<file path="src/inc/srom_defs.vh">
// constants of the status relay output mapper: register map, fields, codes
// assumes a 32-bit classic wishbone slave with byte addresses on adr[7:0]
`ifndef SROM_DEFS_VH
`define SROM_DEFS_VH

// ****************************************
// sizes
// ****************************************
`define SROM_NUM_OUT        15
`define SROM_CODE_W         6
`define SROM_SVC_W          27
`define SROM_STAT_W         15
`define SROM_INT_W          16

// ****************************************
// register byte offsets; the config block is given by its adr[7:6] value
// ****************************************
`define SROM_ADR_CTRL       8'h00
`define SROM_ADR_CLEAR      8'h04
`define SROM_ADR_RELAY      8'h08
`define SROM_ADR_SERVICE    8'h0C
`define SROM_ADR_STATUS     8'h10
`define SROM_ADR_INT_STAT   8'h14
`define SROM_ADR_INT_MASK   8'h18
`define SROM_ADR_CFG_BASE   2'b01

// ****************************************
// fields and reset values
// ****************************************
`define SROM_CTRL_REARM     0
`define SROM_CFG_HOLD       8
`define SROM_INT_DISARM     15
`define SROM_CFG_RST        7'h00
`define SROM_MASK_RST       16'h0000
`define SROM_ARMED_RST      1'b1

// ****************************************
// service codes
// ****************************************
`define SROM_SVC_SAMPLE_PRESSURE_FAULT       1
`define SROM_SVC_OXYGEN_SENSOR_TEMP_FAULT    9
`define SROM_SVC_SAMPLE_VALVE_COIL_FAULT     10
`define SROM_SVC_CONVERTER_INPUT_UNDERFLOW   14
`define SROM_SVC_RANGE_ONE_UNCALIBRATED      15
`define SROM_SVC_RANGE_FOUR_UNCALIBRATED     18
`define SROM_SVC_CHAMBER_PRESSURE_FAULT      19
`define SROM_SVC_SPARE_OFF                   23
`define SROM_SVC_GENERAL_ALARM               24
`define SROM_SVC_UNUSED                      25
`define SROM_SVC_CALIBRATION_ALARM           26

// ****************************************
// status group codes start here
// ****************************************
`define SROM_STAT_BASE      6'h20
`define SROM_STAT_AUTO_RANGE 1
`define SROM_STAT_RANGE_ONE 2
`define SROM_STAT_IN_CAL    6
`define SROM_STAT_IN_ZERO   7
`define SROM_STAT_IN_SPAN   8

`endif

</file>
<file path="src/core/srom_cond_sel.v">
// condition selector: picks one service or status condition by code
// assumes condition vectors are synchronous to the mapper clock
`include "srom_defs.vh"

module srom_cond_sel (
  input  wire [`SROM_CODE_W-1:0] code_i,
  input  wire [`SROM_SVC_W-1:0]  service_i,
  input  wire [`SROM_STAT_W-1:0] status_i,
  output reg                     cond_o
);
  wire [`SROM_CODE_W-1:0] sidx;
  assign sidx = code_i - `SROM_STAT_BASE;

  always @* begin
    cond_o = 1'b0;
    if ((code_i >= `SROM_STAT_BASE) && (sidx < `SROM_STAT_W)) begin
      cond_o = status_i[sidx[3:0]];                                 // see RQ10
    end else if ((code_i >= `SROM_SVC_SAMPLE_PRESSURE_FAULT) &&
                 (code_i <= `SROM_SVC_CALIBRATION_ALARM) &&
                 (code_i != `SROM_SVC_SPARE_OFF) &&
                 (code_i != `SROM_SVC_UNUSED)) begin
      cond_o = service_i[code_i[4:0]];                   // see RQ6 see RQ7 see RQ8 see RQ9
    end
  end
endmodule // srom_cond_sel

</file>
<file path="src/core/srom_relay_chan.v">
// one relay channel: hold or follow behaviour and an assert pulse
// assumes clear is a one-cycle pulse and armed a level, both on the same clock
module srom_relay_chan (
  input  wire clk_i,
  input  wire rst_i,
  input  wire cond_i,
  input  wire hold_i,
  input  wire armed_i,
  input  wire clear_i,
  output reg  relay_o,
  output reg  rise_o
);
  reg relay_nxt;

  always @* begin
    // a clear never masks a condition that is still present
    relay_nxt = cond_i | (hold_i & armed_i & relay_o & ~clear_i);   // see RQ3 see RQ5
  end

  always @(posedge clk_i) begin
    if (rst_i) begin
      relay_o <= 1'b0;                                              // see RQ11
      rise_o  <= 1'b0;
    end else begin
      relay_o <= relay_nxt;
      rise_o  <= relay_nxt & ~relay_o;
    end
  end
endmodule // srom_relay_chan

</file>
<file path="src/core/srom_top.v">
// status relay output mapper: fifteen relay outputs, each mapped to one
// selected condition, with hold or follow behaviour, behind a wishbone slave
// assumes condition inputs come from logic on clk_i; one clock, sync reset
//
// Notes on behaviour
// RQ1 - fifteen independent programmable isolated relay outputs
// RQ2 - each output has condition code and mode
// RQ3 - hold mode keeps output until manual clear
// RQ4 - after clear, latching off until re-arm
// RQ5 - follow mode drops output when condition ends
// RQ6 - codes one to nine select temperature/pressure faults
// RQ7 - codes ten to fourteen: coils, overflows, underflow
// RQ8 - codes fifteen to eighteen: range uncalibrated
// RQ9 - codes nineteen to twenty-six: remaining service conditions
// RQ10 - status group reports operating state and range
// RQ11 - unassigned codes stay off; reset unassigns all
//
// Decided for this implementation: register access over Wishbone and the address map.
`include "srom_defs.vh"

module srom_top #(
  parameter NUM_OUT = `SROM_NUM_OUT
) (
  input  wire                    clk_i,
  input  wire                    rst_i,
  // wishbone classic slave
  input  wire                    wb_cyc_i,
  input  wire                    wb_stb_i,
  input  wire                    wb_we_i,
  input  wire [7:0]              wb_adr_i,
  input  wire [3:0]              wb_sel_i,
  input  wire [31:0]             wb_dat_i,
  output reg  [31:0]             wb_dat_o,
  output reg                     wb_ack_o,
  // detected conditions, indexed by code
  input  wire [`SROM_SVC_W-1:0]  service_cond_i,
  input  wire [`SROM_STAT_W-1:0] status_cond_i,
  // relay drive and interrupt
  output wire [NUM_OUT-1:0]      relay_o,
  output reg                     irq_o
);

  // ****************************************
  // storage
  // ****************************************
  reg  [`SROM_CODE_W:0]   cfg_r [0:NUM_OUT-1];
  reg                     armed_r;
  reg  [NUM_OUT-1:0]      clear_r;
  reg  [`SROM_INT_W-1:0]  int_stat_r;
  reg  [`SROM_INT_W-1:0]  int_stat_nxt;
  reg  [`SROM_INT_W-1:0]  int_mask_r;
  reg  [31:0]             rd_nxt;
  reg                     disarm_ev_r;

  wire [NUM_OUT-1:0]      cond_w;
  wire [NUM_OUT-1:0]      rise_w;
  wire [15:0]             wmask;
  wire                    req;
  wire                    wr;
  wire                    rd;
  wire                    cfg_hit;
  wire [3:0]              cfg_idx;
  integer                 k;

  assign req     = wb_cyc_i & wb_stb_i & ~wb_ack_o;
  assign wr      = req & wb_we_i;
  assign rd      = req & ~wb_we_i;
  assign wmask   = {{8{wb_sel_i[1]}}, {8{wb_sel_i[0]}}};
  assign cfg_hit = (wb_adr_i[7:6] == `SROM_ADR_CFG_BASE) && (wb_adr_i[5:2] < NUM_OUT);
  assign cfg_idx = wb_adr_i[5:2];

  // ****************************************
  // bus acknowledge
  // ****************************************
  // one wait-free answer: ack rises the cycle after the request is seen
  always @(posedge clk_i) begin
    if (rst_i) begin
      wb_ack_o <= 1'b0;
      wb_dat_o <= 32'h00000000;
    end else begin
      wb_ack_o <= req;
      wb_dat_o <= rd ? rd_nxt : 32'h00000000;
    end
  end

  // ****************************************
  // read data
  // ****************************************
  always @* begin
    rd_nxt = 32'h00000000;
    if (cfg_hit) begin
      rd_nxt[`SROM_CODE_W-1:0] = cfg_r[cfg_idx][`SROM_CODE_W-1:0];
      rd_nxt[`SROM_CFG_HOLD]   = cfg_r[cfg_idx][`SROM_CODE_W];
    end else begin
      case (wb_adr_i)
        `SROM_ADR_CTRL: begin
          rd_nxt[`SROM_CTRL_REARM] = armed_r;
        end
        `SROM_ADR_RELAY: begin
          rd_nxt[NUM_OUT-1:0] = relay_o;
        end
        `SROM_ADR_SERVICE: begin
          rd_nxt[`SROM_SVC_W-1:0] = service_cond_i;
        end
        `SROM_ADR_STATUS: begin
          rd_nxt[`SROM_STAT_W-1:0] = status_cond_i;
        end
        `SROM_ADR_INT_STAT: begin
          rd_nxt[`SROM_INT_W-1:0] = int_stat_r;
        end
        `SROM_ADR_INT_MASK: begin
          rd_nxt[`SROM_INT_W-1:0] = int_mask_r;
        end
        default: begin
          rd_nxt = 32'h00000000;
        end
      endcase
    end
  end

  // ****************************************
  // per-output configuration
  // ****************************************
  // code and mode bits sit in separate byte lanes so each can be set alone
  always @(posedge clk_i) begin
    if (rst_i) begin
      for (k = 0; k < NUM_OUT; k = k + 1) begin
        cfg_r[k] <= `SROM_CFG_RST;                                  // see RQ11
      end
    end else if (wr && cfg_hit) begin
      if (wb_sel_i[0]) begin
        cfg_r[cfg_idx][`SROM_CODE_W-1:0] <= wb_dat_i[`SROM_CODE_W-1:0];  // see RQ2
      end
      if (wb_sel_i[1]) begin
        cfg_r[cfg_idx][`SROM_CODE_W] <= wb_dat_i[`SROM_CFG_HOLD];        // see RQ2
      end
    end
  end

  // ****************************************
  // manual clear and re-arm
  // ****************************************
  // a clear drops latching for all outputs; only a re-arm write or a reset restores it
  always @(posedge clk_i) begin
    if (rst_i) begin
      clear_r     <= {NUM_OUT{1'b0}};
      armed_r     <= `SROM_ARMED_RST;
      disarm_ev_r <= 1'b0;
    end else begin
      clear_r     <= {NUM_OUT{1'b0}};
      disarm_ev_r <= 1'b0;
      if (wr && (wb_adr_i == `SROM_ADR_CLEAR)) begin
        clear_r <= wb_dat_i[NUM_OUT-1:0] & wmask[NUM_OUT-1:0];      // see RQ3
      end
      if (|clear_r) begin
        armed_r     <= 1'b0;                                        // see RQ4
        disarm_ev_r <= armed_r;
      end else if (wr && (wb_adr_i == `SROM_ADR_CTRL) && wb_sel_i[0] &&
                   wb_dat_i[`SROM_CTRL_REARM]) begin
        armed_r <= 1'b1;                                            // see RQ4
      end
    end
  end

  // ****************************************
  // relay channels
  // ****************************************
  genvar g;
  generate
    for (g = 0; g < NUM_OUT; g = g + 1) begin : chan
      srom_cond_sel u_sel (
        .code_i    (cfg_r[g][`SROM_CODE_W-1:0]),
        .service_i (service_cond_i),
        .status_i  (status_cond_i),
        .cond_o    (cond_w[g])
      );
      srom_relay_chan u_relay (                                     // see RQ1
        .clk_i     (clk_i),
        .rst_i     (rst_i),
        .cond_i    (cond_w[g]),
        .hold_i    (cfg_r[g][`SROM_CODE_W]),
        .armed_i   (armed_r),
        .clear_i   (clear_r[g]),
        .relay_o   (relay_o[g]),
        .rise_o    (rise_w[g])
      );
    end
  endgenerate

  // ****************************************
  // interrupts
  // ****************************************
  // new events win over the clear-on-read so none is lost
  always @* begin
    int_stat_nxt = int_stat_r;
    if (rd && (wb_adr_i == `SROM_ADR_INT_STAT)) begin
      int_stat_nxt = {`SROM_INT_W{1'b0}};
    end
    int_stat_nxt[NUM_OUT-1:0]      = int_stat_nxt[NUM_OUT-1:0] | rise_w;
    int_stat_nxt[`SROM_INT_DISARM] = int_stat_nxt[`SROM_INT_DISARM] | disarm_ev_r;
  end

  always @(posedge clk_i) begin
    if (rst_i) begin
      int_stat_r <= {`SROM_INT_W{1'b0}};
      int_mask_r <= `SROM_MASK_RST;
      irq_o      <= 1'b0;
    end else begin
      int_stat_r <= int_stat_nxt;
      if (wr && (wb_adr_i == `SROM_ADR_INT_MASK)) begin
        int_mask_r <= (int_mask_r & ~wmask) | (wb_dat_i[15:0] & wmask);
      end
      irq_o <= |(int_stat_nxt & int_mask_r);
    end
  end

endmodule // srom_top

</file>
<file path="config.mk">
export PLATFORM = sky130hd
export DESIGN_NAME = srom_top
export DESIGN_NICKNAME = d
export VERILOG_FILES = /design/src/core/srom_cond_sel.v /design/src/core/srom_relay_chan.v /design/src/core/srom_top.v
export VERILOG_INCLUDE_DIRS = /design/src /design/src/inc
export SDC_FILE = /design/constraint.sdc
export NUM_CORES = 1
export LEC_CHECK = 0
export BUFFER_PORTS_ARGS = -buffer_cell sky130_fd_sc_hd__buf_4
export CAP_MARGIN = 15
export CORE_UTILIZATION = 35
export CTS_CLUSTER_DIAMETER = 150
export CTS_CLUSTER_SIZE = 14
export DETAILED_ROUTE_END_ITERATION = 8
export PLACE_DENSITY = 0.51
export RECOVER_POWER = 50
export REMOVE_ABC_BUFFERS = 1
export SYNTH_ARGS = -nofsm -noshare
export SYNTH_HDL_FRONTEND = slang
export SYNTH_SLANG_ARGS = --single-unit
</file>
<file path="constraint.sdc">
create_clock -name clk_i -period 3.5 [get_ports clk_i]
set_input_delay 0.7 -clock clk_i [delete_from_list [all_inputs] [get_ports clk_i]]
set_output_delay 0.7 -clock clk_i [all_outputs]
set_load 0.01 [all_outputs]
</file>
==> flow_metrics.py, run 1 <==
metrics = {
    "status": {
        "failed_checks": "capacitance limit, slew limit",
        "status": "finished with violations",
    },
    "sta": {
        "hold_viol_final": 0,
        "worst_pin_slew_ns": 1.82,
        "setup_viol": 0,
        "max-slew-margin-rel": -0.211,
        "rsz0062_at_grt": "no",
        "post-route-min-period_ns": 2.96,
        "skew_ns": 0.0159,
        "drv_slew": 153,
        "post-route-period-util": 0.846,
        "clock.fmax_ghz": 0.338,
        "tns_ns": 0,
    },
    "cts": {
        "hold_buffers": 0,
        "cts_buffers": 19,
        "cts_max_path_buffers": 3,
        "cts_tree": "done",
        "clockRootBuffer": "clkbuf_16",
        "ctsResizeCount": 0,
        "cts.clk_slew.worst_paths_ns": 0.08,
        "htreeDepth": 1,
        "clock_latency_ns": 0.53,
        "post-cts-setup-buffers": 0,
        "cts_sinks": 220,
    },
    "floorplan": {
        "die_y_um": 214,
        "chipWidth_um": 214,
        "design.core.area_um2": 44200,
        "start_util": 0.354,
        "die_area_um2": 45600,
        "io_pins": 140,
        "core.rowCount": 77,
    },
    "logic_synthesis": {
        "yosysSeqAreaShare": 0.353,
        "synthFlopType": "edfxtp_1",
        "yosys_warnings": 0,
        "synth_edf_count": 112,
        "yosysTopAreaCellShare": 0.215,
        "synth_cell_types": 83,
        "synthTopCellsByArea": "edfxtp_1 (21%), mux4_2 (17%), dfxtp_1 (14%), mux2i_1 (7.9%), and2_1 (4.8%)",
        "async_flop_share": 0,
        "synth_largest_area_cell": "edfxtp_1",
        "synthCells": 1487,
        "synth_area_um2": 15700,
        "ys_ff_latch": 220,
        "avgSynthCellArea_um2": 10.5,
    },
    "final_layout": {
        "layout.nets": 1563,
        "final_area_um2": 16900,
        "final_common_cell": "mux2i_1",
        "antenna_cells": 0,
        "drive_above_1_share": 0.187,
        "final_cell_mix": "mux2i_1 (123), nor2_1 (115), mux4_2 (115), edfxtp_1 (112), dfxtp_1 (108)",
        "fill_cells": 4399,
        "final_util": 0.382,
        "syn2layout_area_growth_pct": 7.92,
    },
    "routing": {
        "dr_total_vias": 13400,
        "drcViolationCount": 0,
        "first_pass_iters": 6,
        "viasPerCell": 6.48,
        "finalWirelength_mm": 64.3,
        "wl_per_cell_um": 31.0,
        "drtAntennaViolNets": 0,
        "drt_iter0_drc": 1864,
    },
    "critical_path": {
        "worst-setup-path-type": "primary input to register",
        "reg2reg_setup_slack_ns": 0.78,
        "crit_arrival_ns": 3.19,
        "required_ns": 3.73,
        "critPathCaptureType": "register",
        "ff2ff_path_depth": 6,
        "critPathCapture": "cfg_r[3][2]$_SDFFCE_PN0P_",
        "r2r_start": "wb_ack_o$_SDFF_PP0_",
        "startpoint": "rst_i",
        "start_kind": "primary input",
        "critPathMaxFanout": 37,
        "r2r-end": "cfg_r[7][2]$_SDFFCE_PN0P_",
    },
    "global_routing": {
        "grtUsageTotal": 0.281,
        "grt_pass1_vias": 12700,
        "antenna_found_initial": 6,
        "grt_start_max_net_pins": 38,
        "overflow": 0,
        "grt_pass1_wl_mm": 91.7,
    },
    "place": {
        "dp_hpwl_mm": 41.9,
        "placed_area_um2": 16600,
        "gp_congestion": 0.955,
        "io_buffers": 116,
    },
    "pwr": {
        "irDropWorstVdd_uv": 257,
        "switching_power_uw": 1890,
        "pwr-share-seq": 0.490,
        "pwr-share-comb": 0.173,
        "p_clk_frac": 0.338,
        "total_power_uw": 6220,
        "power_density_nw_per_um2": 368,
        "swShare": 0.303,
        "p_int_uw": 4330,
        "power.leakage_uw": 0.00582,
    },
    "min_path": {
        "hold_class": "primary input to register",
    },
    "run": {
        "maxCapViolations": 7,
    },
}
==> stage by stage <==
step	cells	hold slack [ns]	worst slack [ns]
after CTS	2075	0.361	0.923
after detailed placement	2043	0.441	0.515
after global routing	2075	0.362	0.425
after global placement	2043	0.434	0.582
after floorplan	1315	0.412	1.07
final	2075	0.376	0.540
==> worst min path at each step <==
stage                     cells past startpoint                                 end                   from
final                                         2             wb_dat_o[23]$_SDFF_PP0_     service_cond_i[23]
after floorplan                               1  chan[3].u_relay.relay_o$_SDFF_PP0_  clear_r[3]$_SDFF_PP0_
after global routing                          2             wb_dat_o[23]$_SDFF_PP0_     service_cond_i[23]
after detailed placement                      1  chan[3].u_relay.relay_o$_SDFF_PP0_  clear_r[3]$_SDFF_PP0_
after CTS                                     2             wb_dat_o[23]$_SDFF_PP0_     service_cond_i[23]
after global placement                        1  chan[3].u_relay.relay_o$_SDFF_PP0_  clear_r[3]$_SDFF_PP0_
==> layout make-up <==
| class | instances | area [µm²] | area share |
|---|---|---|---|
| clock buffers | 31 | 542 | 0.0320 |
| clock inverters | 1 | 8.76 | 0.000518 |
| well taps | 592 | 741 | 0.0438 |
| inverters | 22 | 82.6 | 0.00488 |
| repair buffers | 136 | 807 | 0.0477 |
| flip-flops and latches | 220 | 5530 | 0.327 |
| multi-input cells | 1073 | 9200 | 0.544 |
==> cell families (layout without fill, tap and decap cells) <==
kind of cell / count (synthesis) / count (layout) / share of synthesized area
AOI/OAI and AO/OA: 281 / 281 / 0.134
buffers and inverters: 205 / 190 / 0.0605
DFF: 220 / 220 / 0.353
muxes: 264 / 264 / 0.263
other: 1 / 12 / 0.000239
and+or+nand+nor: 516 / 516 / 0.190
==> critical path, cell delays in order <==
cell and delay, ns:
buf_4 0.39, buf_4 0.32, clkbuf_1 1.33, or2_2 0.40
==> Yosys cell counts (all sizes together) (28+ instances only) <==
master	number
mux2i	123
and2	120
nor2	117
mux4	115
edfxtp	112
dfxtp	108
clkbuf	101
buf	82
nand2	42
a22oi	40
a21oi	37
nor3	35
nand3	31
nor2b	28
==> power by group through the flow <==
stage | Sequential, µW | Combinational, µW | Clock, µW
floorplan | 3010 | 545 | 0
global placement | 3090 | 1060 | 0
detailed placement | 3090 | 1070 | 0
CTS | 3040 | 1070 | 2130
global route | 3060 | 1120 | 2220
finish | 3040 | 1070 | 2100
==> flip-flops by register name, indices dropped and copies added, names as in the netlist, named ones only <==
name and cells:
wb_ack_o 1, irq_o 1, chan.u_relay.relay_o 15, cfg_r 112, clear_r 15, armed_r 1
disarm_ev_r 1, wb_dat_o 27, int_stat_r 16, chan.u_relay.rise_o 15
==> layer usage <==
metal | track usage | vias up | share of wire
met2 | 0.431 | 885 | 0.44
met1 | 0.396 | 6713 | 0.42
li1 | - | 5666 | -
met4 | 0.0995 | 0 | 0.043
met3 | 0.0527 | 183 | 0.11
met5 | 0 | - | 0
No activity file was read; power rests on OpenSTA's default activity.
==> inputs of run 2 (changes only) <==
- clock period: 3.5 -> 3 ns (I/O delays scaled with it)
==> flow_metrics.py, run 2 (synthesized netlist as in run 1, its figures left out) <==
metrics = {
    "critical_path": {
        "r2r-end": "cfg_r[6][2]$_SDFFCE_PN0P_",
        "cpPeakStageDelay_ns": 0.68,
        "r2r_start": "wb_ack_o$_SDFF_PP0_",
        "worst-setup-path-type": "primary input to register",
        "start_kind": "primary input",
        "critPathCapture": "cfg_r[6][2]$_SDFFCE_PN0P_",
        "crit_family": "buffers and inverters",
        "ff2ff_path_depth": 7,
        "critPathCaptureType": "register",
        "critPathMaxFanout": 16,
        "worst_path_most_repeated_cell": "clkbuf_1",
        "critical_path.cell_chain": "buf_4 > nand2_1 > o21ai_0 > or3_1 > clkbuf_1 > nor2_1 > clkbuf_1 > or2_2",
        "crit_buf_inv": 3,
        "crit_arrival_ns": 2.92,
        "path_depth": 8,
        "crit_slowest_cell": "clkbuf_1",
        "startpoint": "wb_adr_i[2]",
        "required_ns": 3.27,
        "reg2reg_setup_slack_ns": 0.35,
    },
    "pwr": {
        "power_density_nw_per_um2": 426,
        "power.leakage_uw": 0.00599,
        "irDropWorstVdd_uv": 354,
    },
    "floorplan": {
        "io_pins": 140,
        "chipWidth_um": 214,
        "die_y_um": 214,
        "core.rowCount": 77,
        "die_area_um2": 45600,
        "design.core.area_um2": 44200,
        "start_util": 0.354,
    },
    "final_layout": {
        "final_cell_mix": "mux2i_1 (123), mux4_2 (115), edfxtp_1 (112), nor2_1 (110), dfxtp_1 (108)",
        "top_regs": "cfg_r: 112 flops, wb_dat_o: 27 flops, int_stat_r: 16 flops",
        "antenna_cells": 0,
        "final_area_um2": 17200,
        "final_common_cell": "mux2i_1",
        "largest_reg_flops": 112,
        "layout.nets": 1601,
        "syn2layout_area_growth_pct": 9.66,
        "drive_above_1_share": 0.202,
        "fill_cells": 4364,
        "regMostFlops": "cfg_r",
        "final_util": 0.388,
    },
    "routing": {
        "wl_met3_mm": 6.94,
        "drcViolationCount": 0,
        "drtAntennaViolNets": 0,
        "met2_length_mm": 28.9,
        "wl_met1_mm": 27.2,
        "highest_layer": "met5",
        "drt_iter0_drc": 1736,
        "wl_per_cell_um": 31.3,
        "first_pass_iters": 5,
        "viasPerCell": 6.48,
        "dr_total_vias": 13700,
        "finalWirelength_mm": 66.1,
    },
    "min_path": {
        "min_from": "service_cond_i[23]",
        "hold_class": "primary input to register",
    },
    "sta": {
        "clock.fmax_ghz": 0.377,
        "setup_ws_ns": 0.347,
        "tns_ns": 0,
        "rsz0062_at_grt": "no",
        "worst_pin_slew_ns": 1.89,
        "setup_viol": 0,
        "post-route-period-util": 0.884,
        "worst_hold_slack_ns": 0.275,
        "post-route-min-period_ns": 2.65,
        "hold_viol_final": 0,
        "drv_slew": 115,
        "max-slew-margin-rel": -0.263,
        "skew_ns": 0.0164,
    },
    "cts": {
        "cts.clk_slew.worst_paths_ns": 0.07,
        "htreeDepth": 1,
        "cts_max_path_buffers": 3,
        "cts_buffers": 19,
        "ctsResizeCount": 0,
        "hold_buffers": 0,
        "clockRootBuffer": "clkbuf_16",
        "cts_sinks": 220,
        "clock_latency_ns": 0.53,
        "post-cts-setup-buffers": 0,
        "cts_tree": "done",
    },
    "global_routing": {
        "grt_start_max_net_pins": 34,
        "grt_pass1_wl_mm": 93.0,
        "antenna_found_initial": 5,
        "grtUsageTotal": 0.288,
        "overflow": 0,
        "grt_pass1_vias": 12900,
    },
    "place": {
        "place_ws_ns": 0.322,
        "gp_congestion": 0.945,
        "dp_hpwl_mm": 43.4,
        "placed_area_um2": 16900,
        "io_buffers": 116,
    },
    "run": {
        "maxCapViolations": 6,
    },
    "status": {
        "failed_checks": "capacitance limit, slew limit",
        "status": "finished with violations",
    },
}
[run 2: worst min-delay path by stage]
stage	depth (start not counted)	slack, ns	to
after floorplan	1	0.41	chan[3].u_relay.relay_o$_SDFF_PP0_
after global placement	1	0.45	chan[3].u_relay.relay_o$_SDFF_PP0_
after detailed placement	1	0.46	chan[3].u_relay.relay_o$_SDFF_PP0_
after CTS	2	0.26	wb_dat_o[23]$_SDFF_PP0_
after global routing	2	0.27	wb_dat_o[23]$_SDFF_PP0_
final	2	0.27	wb_dat_o[23]$_SDFF_PP0_
[run 2: area by class of cell]
type / instances / area (µm²) / share of cell area
sequential: 220 / 5530 / 0.322
inverter: 22 / 82.6 / 0.00481
clock buffer: 32 / 546 / 0.0318
tap: 592 / 741 / 0.0431
clock inverter: 1 / 8.76 / 0.000510
multi-input combinational: 1073 / 9190 / 0.535
timing repair buffer: 174 / 1090 / 0.0635
[run 2: stage by stage]
stage,total power (µW),cells
after floorplan,4150,1315
after global placement,4890,2081
after detailed placement,4910,2081
after CTS,7340,2114
after global routing,7510,2114
final,7310,2114
[run 2: routing by layer]
layer / global-route usage / up-vias
li1: - / 5735
met1: 0.398 / 6879
met2: 0.436 / 895
met3: 0.0605 / 198
met4: 0.119 / 2
met5: 0 / -
[run 2: power breakdown]
group	internal, µW	total (µW)	switching [µW]	leakage, µW
registers	3280	3520	241	0.00201
clock network	1250	2460	1220	0.000265
logic	561	1330	774	0.00372
[run 2: worst reg2reg max path, cell delays in order, from the launching register on]
cell	delay, ns
dfxtp_1	0.32
and3b_1	0.23
nand3_1	0.20
or3_1	0.36
clkbuf_1	0.39
nor2_1	0.22
clkbuf_1	0.36
or2_2	0.28
==> inputs of run 3 (changes only) <==
- ABC_AREA: default -> 1
==> flow_metrics.py, run 3 <==
metrics = {
    "status": {
        "status": "finished, final reports clean",
    },
    "critical_path": {
        "start_kind": "primary input",
        "crit_arrival_ns": 2.92,
        "critical_path.cell_chain": "buf_4 > nor2_1 > nand2_1 > inv_1 > nand2_1 > inv_1 > nand3_1 > clkbuf_2 > nor2_1",
        "critPathCaptureType": "register",
        "crit_family": "buffers and inverters",
        "crit_buf_inv": 4,
        "crit_slowest_cell": "inv_1",
        "required_ns": 3.44,
        "critPathMaxFanout": 11,
        "cpPeakStageDelay_ns": 0.53,
        "worst-setup-path-type": "primary input to register",
    },
    "sta": {
        "worst_pin_slew_ns": 1.44,
        "tns_ns": 0,
        "post-route-min-period_ns": 2.48,
        "clock.fmax_ghz": 0.403,
        "hold_viol_final": 0,
        "post-route-period-util": 0.827,
        "setup_viol": 0,
        "worst_hold_slack_ns": 0.286,
        "skew_ns": 0.0262,
        "drv_slew": 0,
        "setup_ws_ns": 0.518,
        "rsz0062_at_grt": "no",
        "max-slew-margin-rel": 0.0378,
    },
    "global_routing": {
        "grt_pass1_wl_mm": 109,
        "grtUsageTotal": 0.345,
        "grt_start_max_net_pins": 51,
        "overflow": 0,
        "antenna_found_initial": 2,
        "grt_pass1_vias": 15700,
    },
    "routing": {
        "dr_total_vias": 17100,
        "drtAntennaViolNets": 0,
        "drt_iter0_drc": 2254,
        "wl_per_cell_um": 26.5,
        "finalWirelength_mm": 76.4,
        "viasPerCell": 5.92,
        "first_pass_iters": 8,
        "drcViolationCount": 0,
    },
    "final_layout": {
        "final_cell_mix": "nand2_1 (498), nor2_1 (380), inv_1 (278), o21ai_0 (187), o22ai_1 (177)",
        "fill_cells": 4493,
        "syn2layout_area_growth_pct": 12.0,
        "layout.nets": 2431,
        "regMostFlops": "cfg_r",
        "final_common_cell": "nand2_1",
        "multiInputGateArea_um2": 7700,
        "regArea_um2": 5530,
        "drive_above_1_share": 0.0621,
        "largest_reg_flops": 112,
        "antenna_cells": 0,
        "top_regs": "cfg_r: 112 flops, wb_dat_o: 27 flops, int_stat_r: 16 flops",
        "final_area_um2": 16600,
    },
    "logic_synthesis": {
        "synth_edf_count": 112,
        "yosysTopAreaCellShare": 0.227,
        "synthCells": 2254,
        "ys_ff_latch": 220,
        "synthTopCellsByArea": "edfxtp_1 (23%), dfxtp_1 (15%), nand2_1 (13%), nor2_1 (9.6%), o22ai_1 (7.5%)",
        "synth_cell_types": 39,
        "ys_top_cells_by_count": "nand2_1 (497), nor2_1 (380), inv_1 (278), o21ai_0 (185), o22ai_1 (177)",
        "avgSynthCellArea_um2": 6.57,
        "synth_largest_area_cell": "edfxtp_1",
        "post-synth-top-count-cell": "nand2_1",
        "async_flop_share": 0,
        "yosysSeqAreaShare": 0.373,
        "synth_area_um2": 14800,
        "synthFlopType": "edfxtp_1",
        "yosys_warnings": 0,
    },
    "floorplan": {
        "chipWidth_um": 208,
        "design.core.area_um2": 41300,
        "die_y_um": 208,
        "die_area_um2": 43100,
        "core.rowCount": 74,
        "io_pins": 140,
        "start_util": 0.359,
    },
    "cts": {
        "hold_buffers": 0,
        "cts_max_path_buffers": 3,
        "clockRootBuffer": "clkbuf_16",
        "cts.clk_slew.worst_paths_ns": 0.08,
        "cts_buffers": 19,
        "clock_latency_ns": 0.54,
        "ctsResizeCount": 0,
        "post-cts-setup-buffers": 0,
        "cts_sinks": 220,
        "htreeDepth": 1,
        "cts_tree": "done",
    },
    "pwr": {
        "irDropWorstVdd_uv": 364,
        "power_density_nw_per_um2": 438,
        "power.leakage_uw": 0.00741,
    },
    "run": {
        "maxCapViolations": 0,
    },
    "place": {
        "io_buffers": 116,
        "placed_area_um2": 16300,
        "dp_hpwl_mm": 53.4,
        "gp_congestion": 1.00,
        "place_ws_ns": 0.257,
    },
    "min_path": {
        "hold_class": "primary input to register",
    },
}
==> run 3: changes by cell type after synthesis, moves of 123 or more <==
cell | before | now
nand2_1 | 41 | 497
o22ai_1 | 12 | 177
mux2i_1 | 123 | 0
inv_1 | 22 | 278
nor2_1 | 106 | 380
o21ai_0 | 24 | 185
==> run 3: power breakdown <==
| group | total [µW] | leakage (µW) | internal, µW | switching [µW] |
|---|---|---|---|---|
| registers | 3380 | 0.00201 | 3270 | 111 |
| logic | 1460 | 0.00513 | 396 | 1070 |
| clock network | 2420 | 0.000262 | 1230 | 1190 |
| total | 7260 | 0.00741 | 4900 | 2370 |
==> run 3: final cells by class <==
cell class | instances | share of cell area
multi-input cells | 1645 | 0.464
flip-flops and latches | 220 | 0.333
inverters | 290 | 0.0656
repair buffers | 164 | 0.0646
well taps | 532 | 0.0401
clock buffers | 32 | 0.0328
==> run 3: worst paths after layout <==
path | to | cells past startpoint | startpoint | slack [ns]
worst max register to register | cfg_r[7][4]$_SDFFCE_PN0P_ | 8 | wb_ack_o$_SDFF_PP0_ | 0.68
worst min register to register | register | 2 | register | 0.47
worst max-delay path | wb_dat_o[16]$_SDFF_PP0_ | 9 | wb_adr_i[1] | 0.52
worst min-delay path | wb_dat_o[23]$_SDFF_PP0_ | 3 | service_cond_i[23] | 0.29
==> run 3: through the flow <==
stage,total power (µW),std cells,utilization
floorplan,4110,2155,-
CTS,7250,2883,0.408
finish,7260,2883,0.402
global placement,4860,2851,0.394
detailed placement,4870,2851,0.394
global route,7490,2883,0.402
==> run 3: cell families after synthesis <==
kind of cell / synth area share
compound gates: 0.237
simple gates: 0.282
buf+inv: 0.108
flops: 0.373
other cells: 0.000253
==> run 3: worst min-delay path: stages <==
cell	delay [ns]
buf_4	0.08
inv_1	0.03
nor2_1	0.08
==> run 3: per-layer routing <==
layer | routed length, µm | global-route usage | vias to the layer above
li1 | - | - | 7740
met1 | 31400 | 0.467 | 8025
met2 | 32500 | 0.527 | 1047
met3 | 8210 | 0.0669 | 267
met4 | 4340 | 0.163 | 0
met5 | 0 | 0 | -
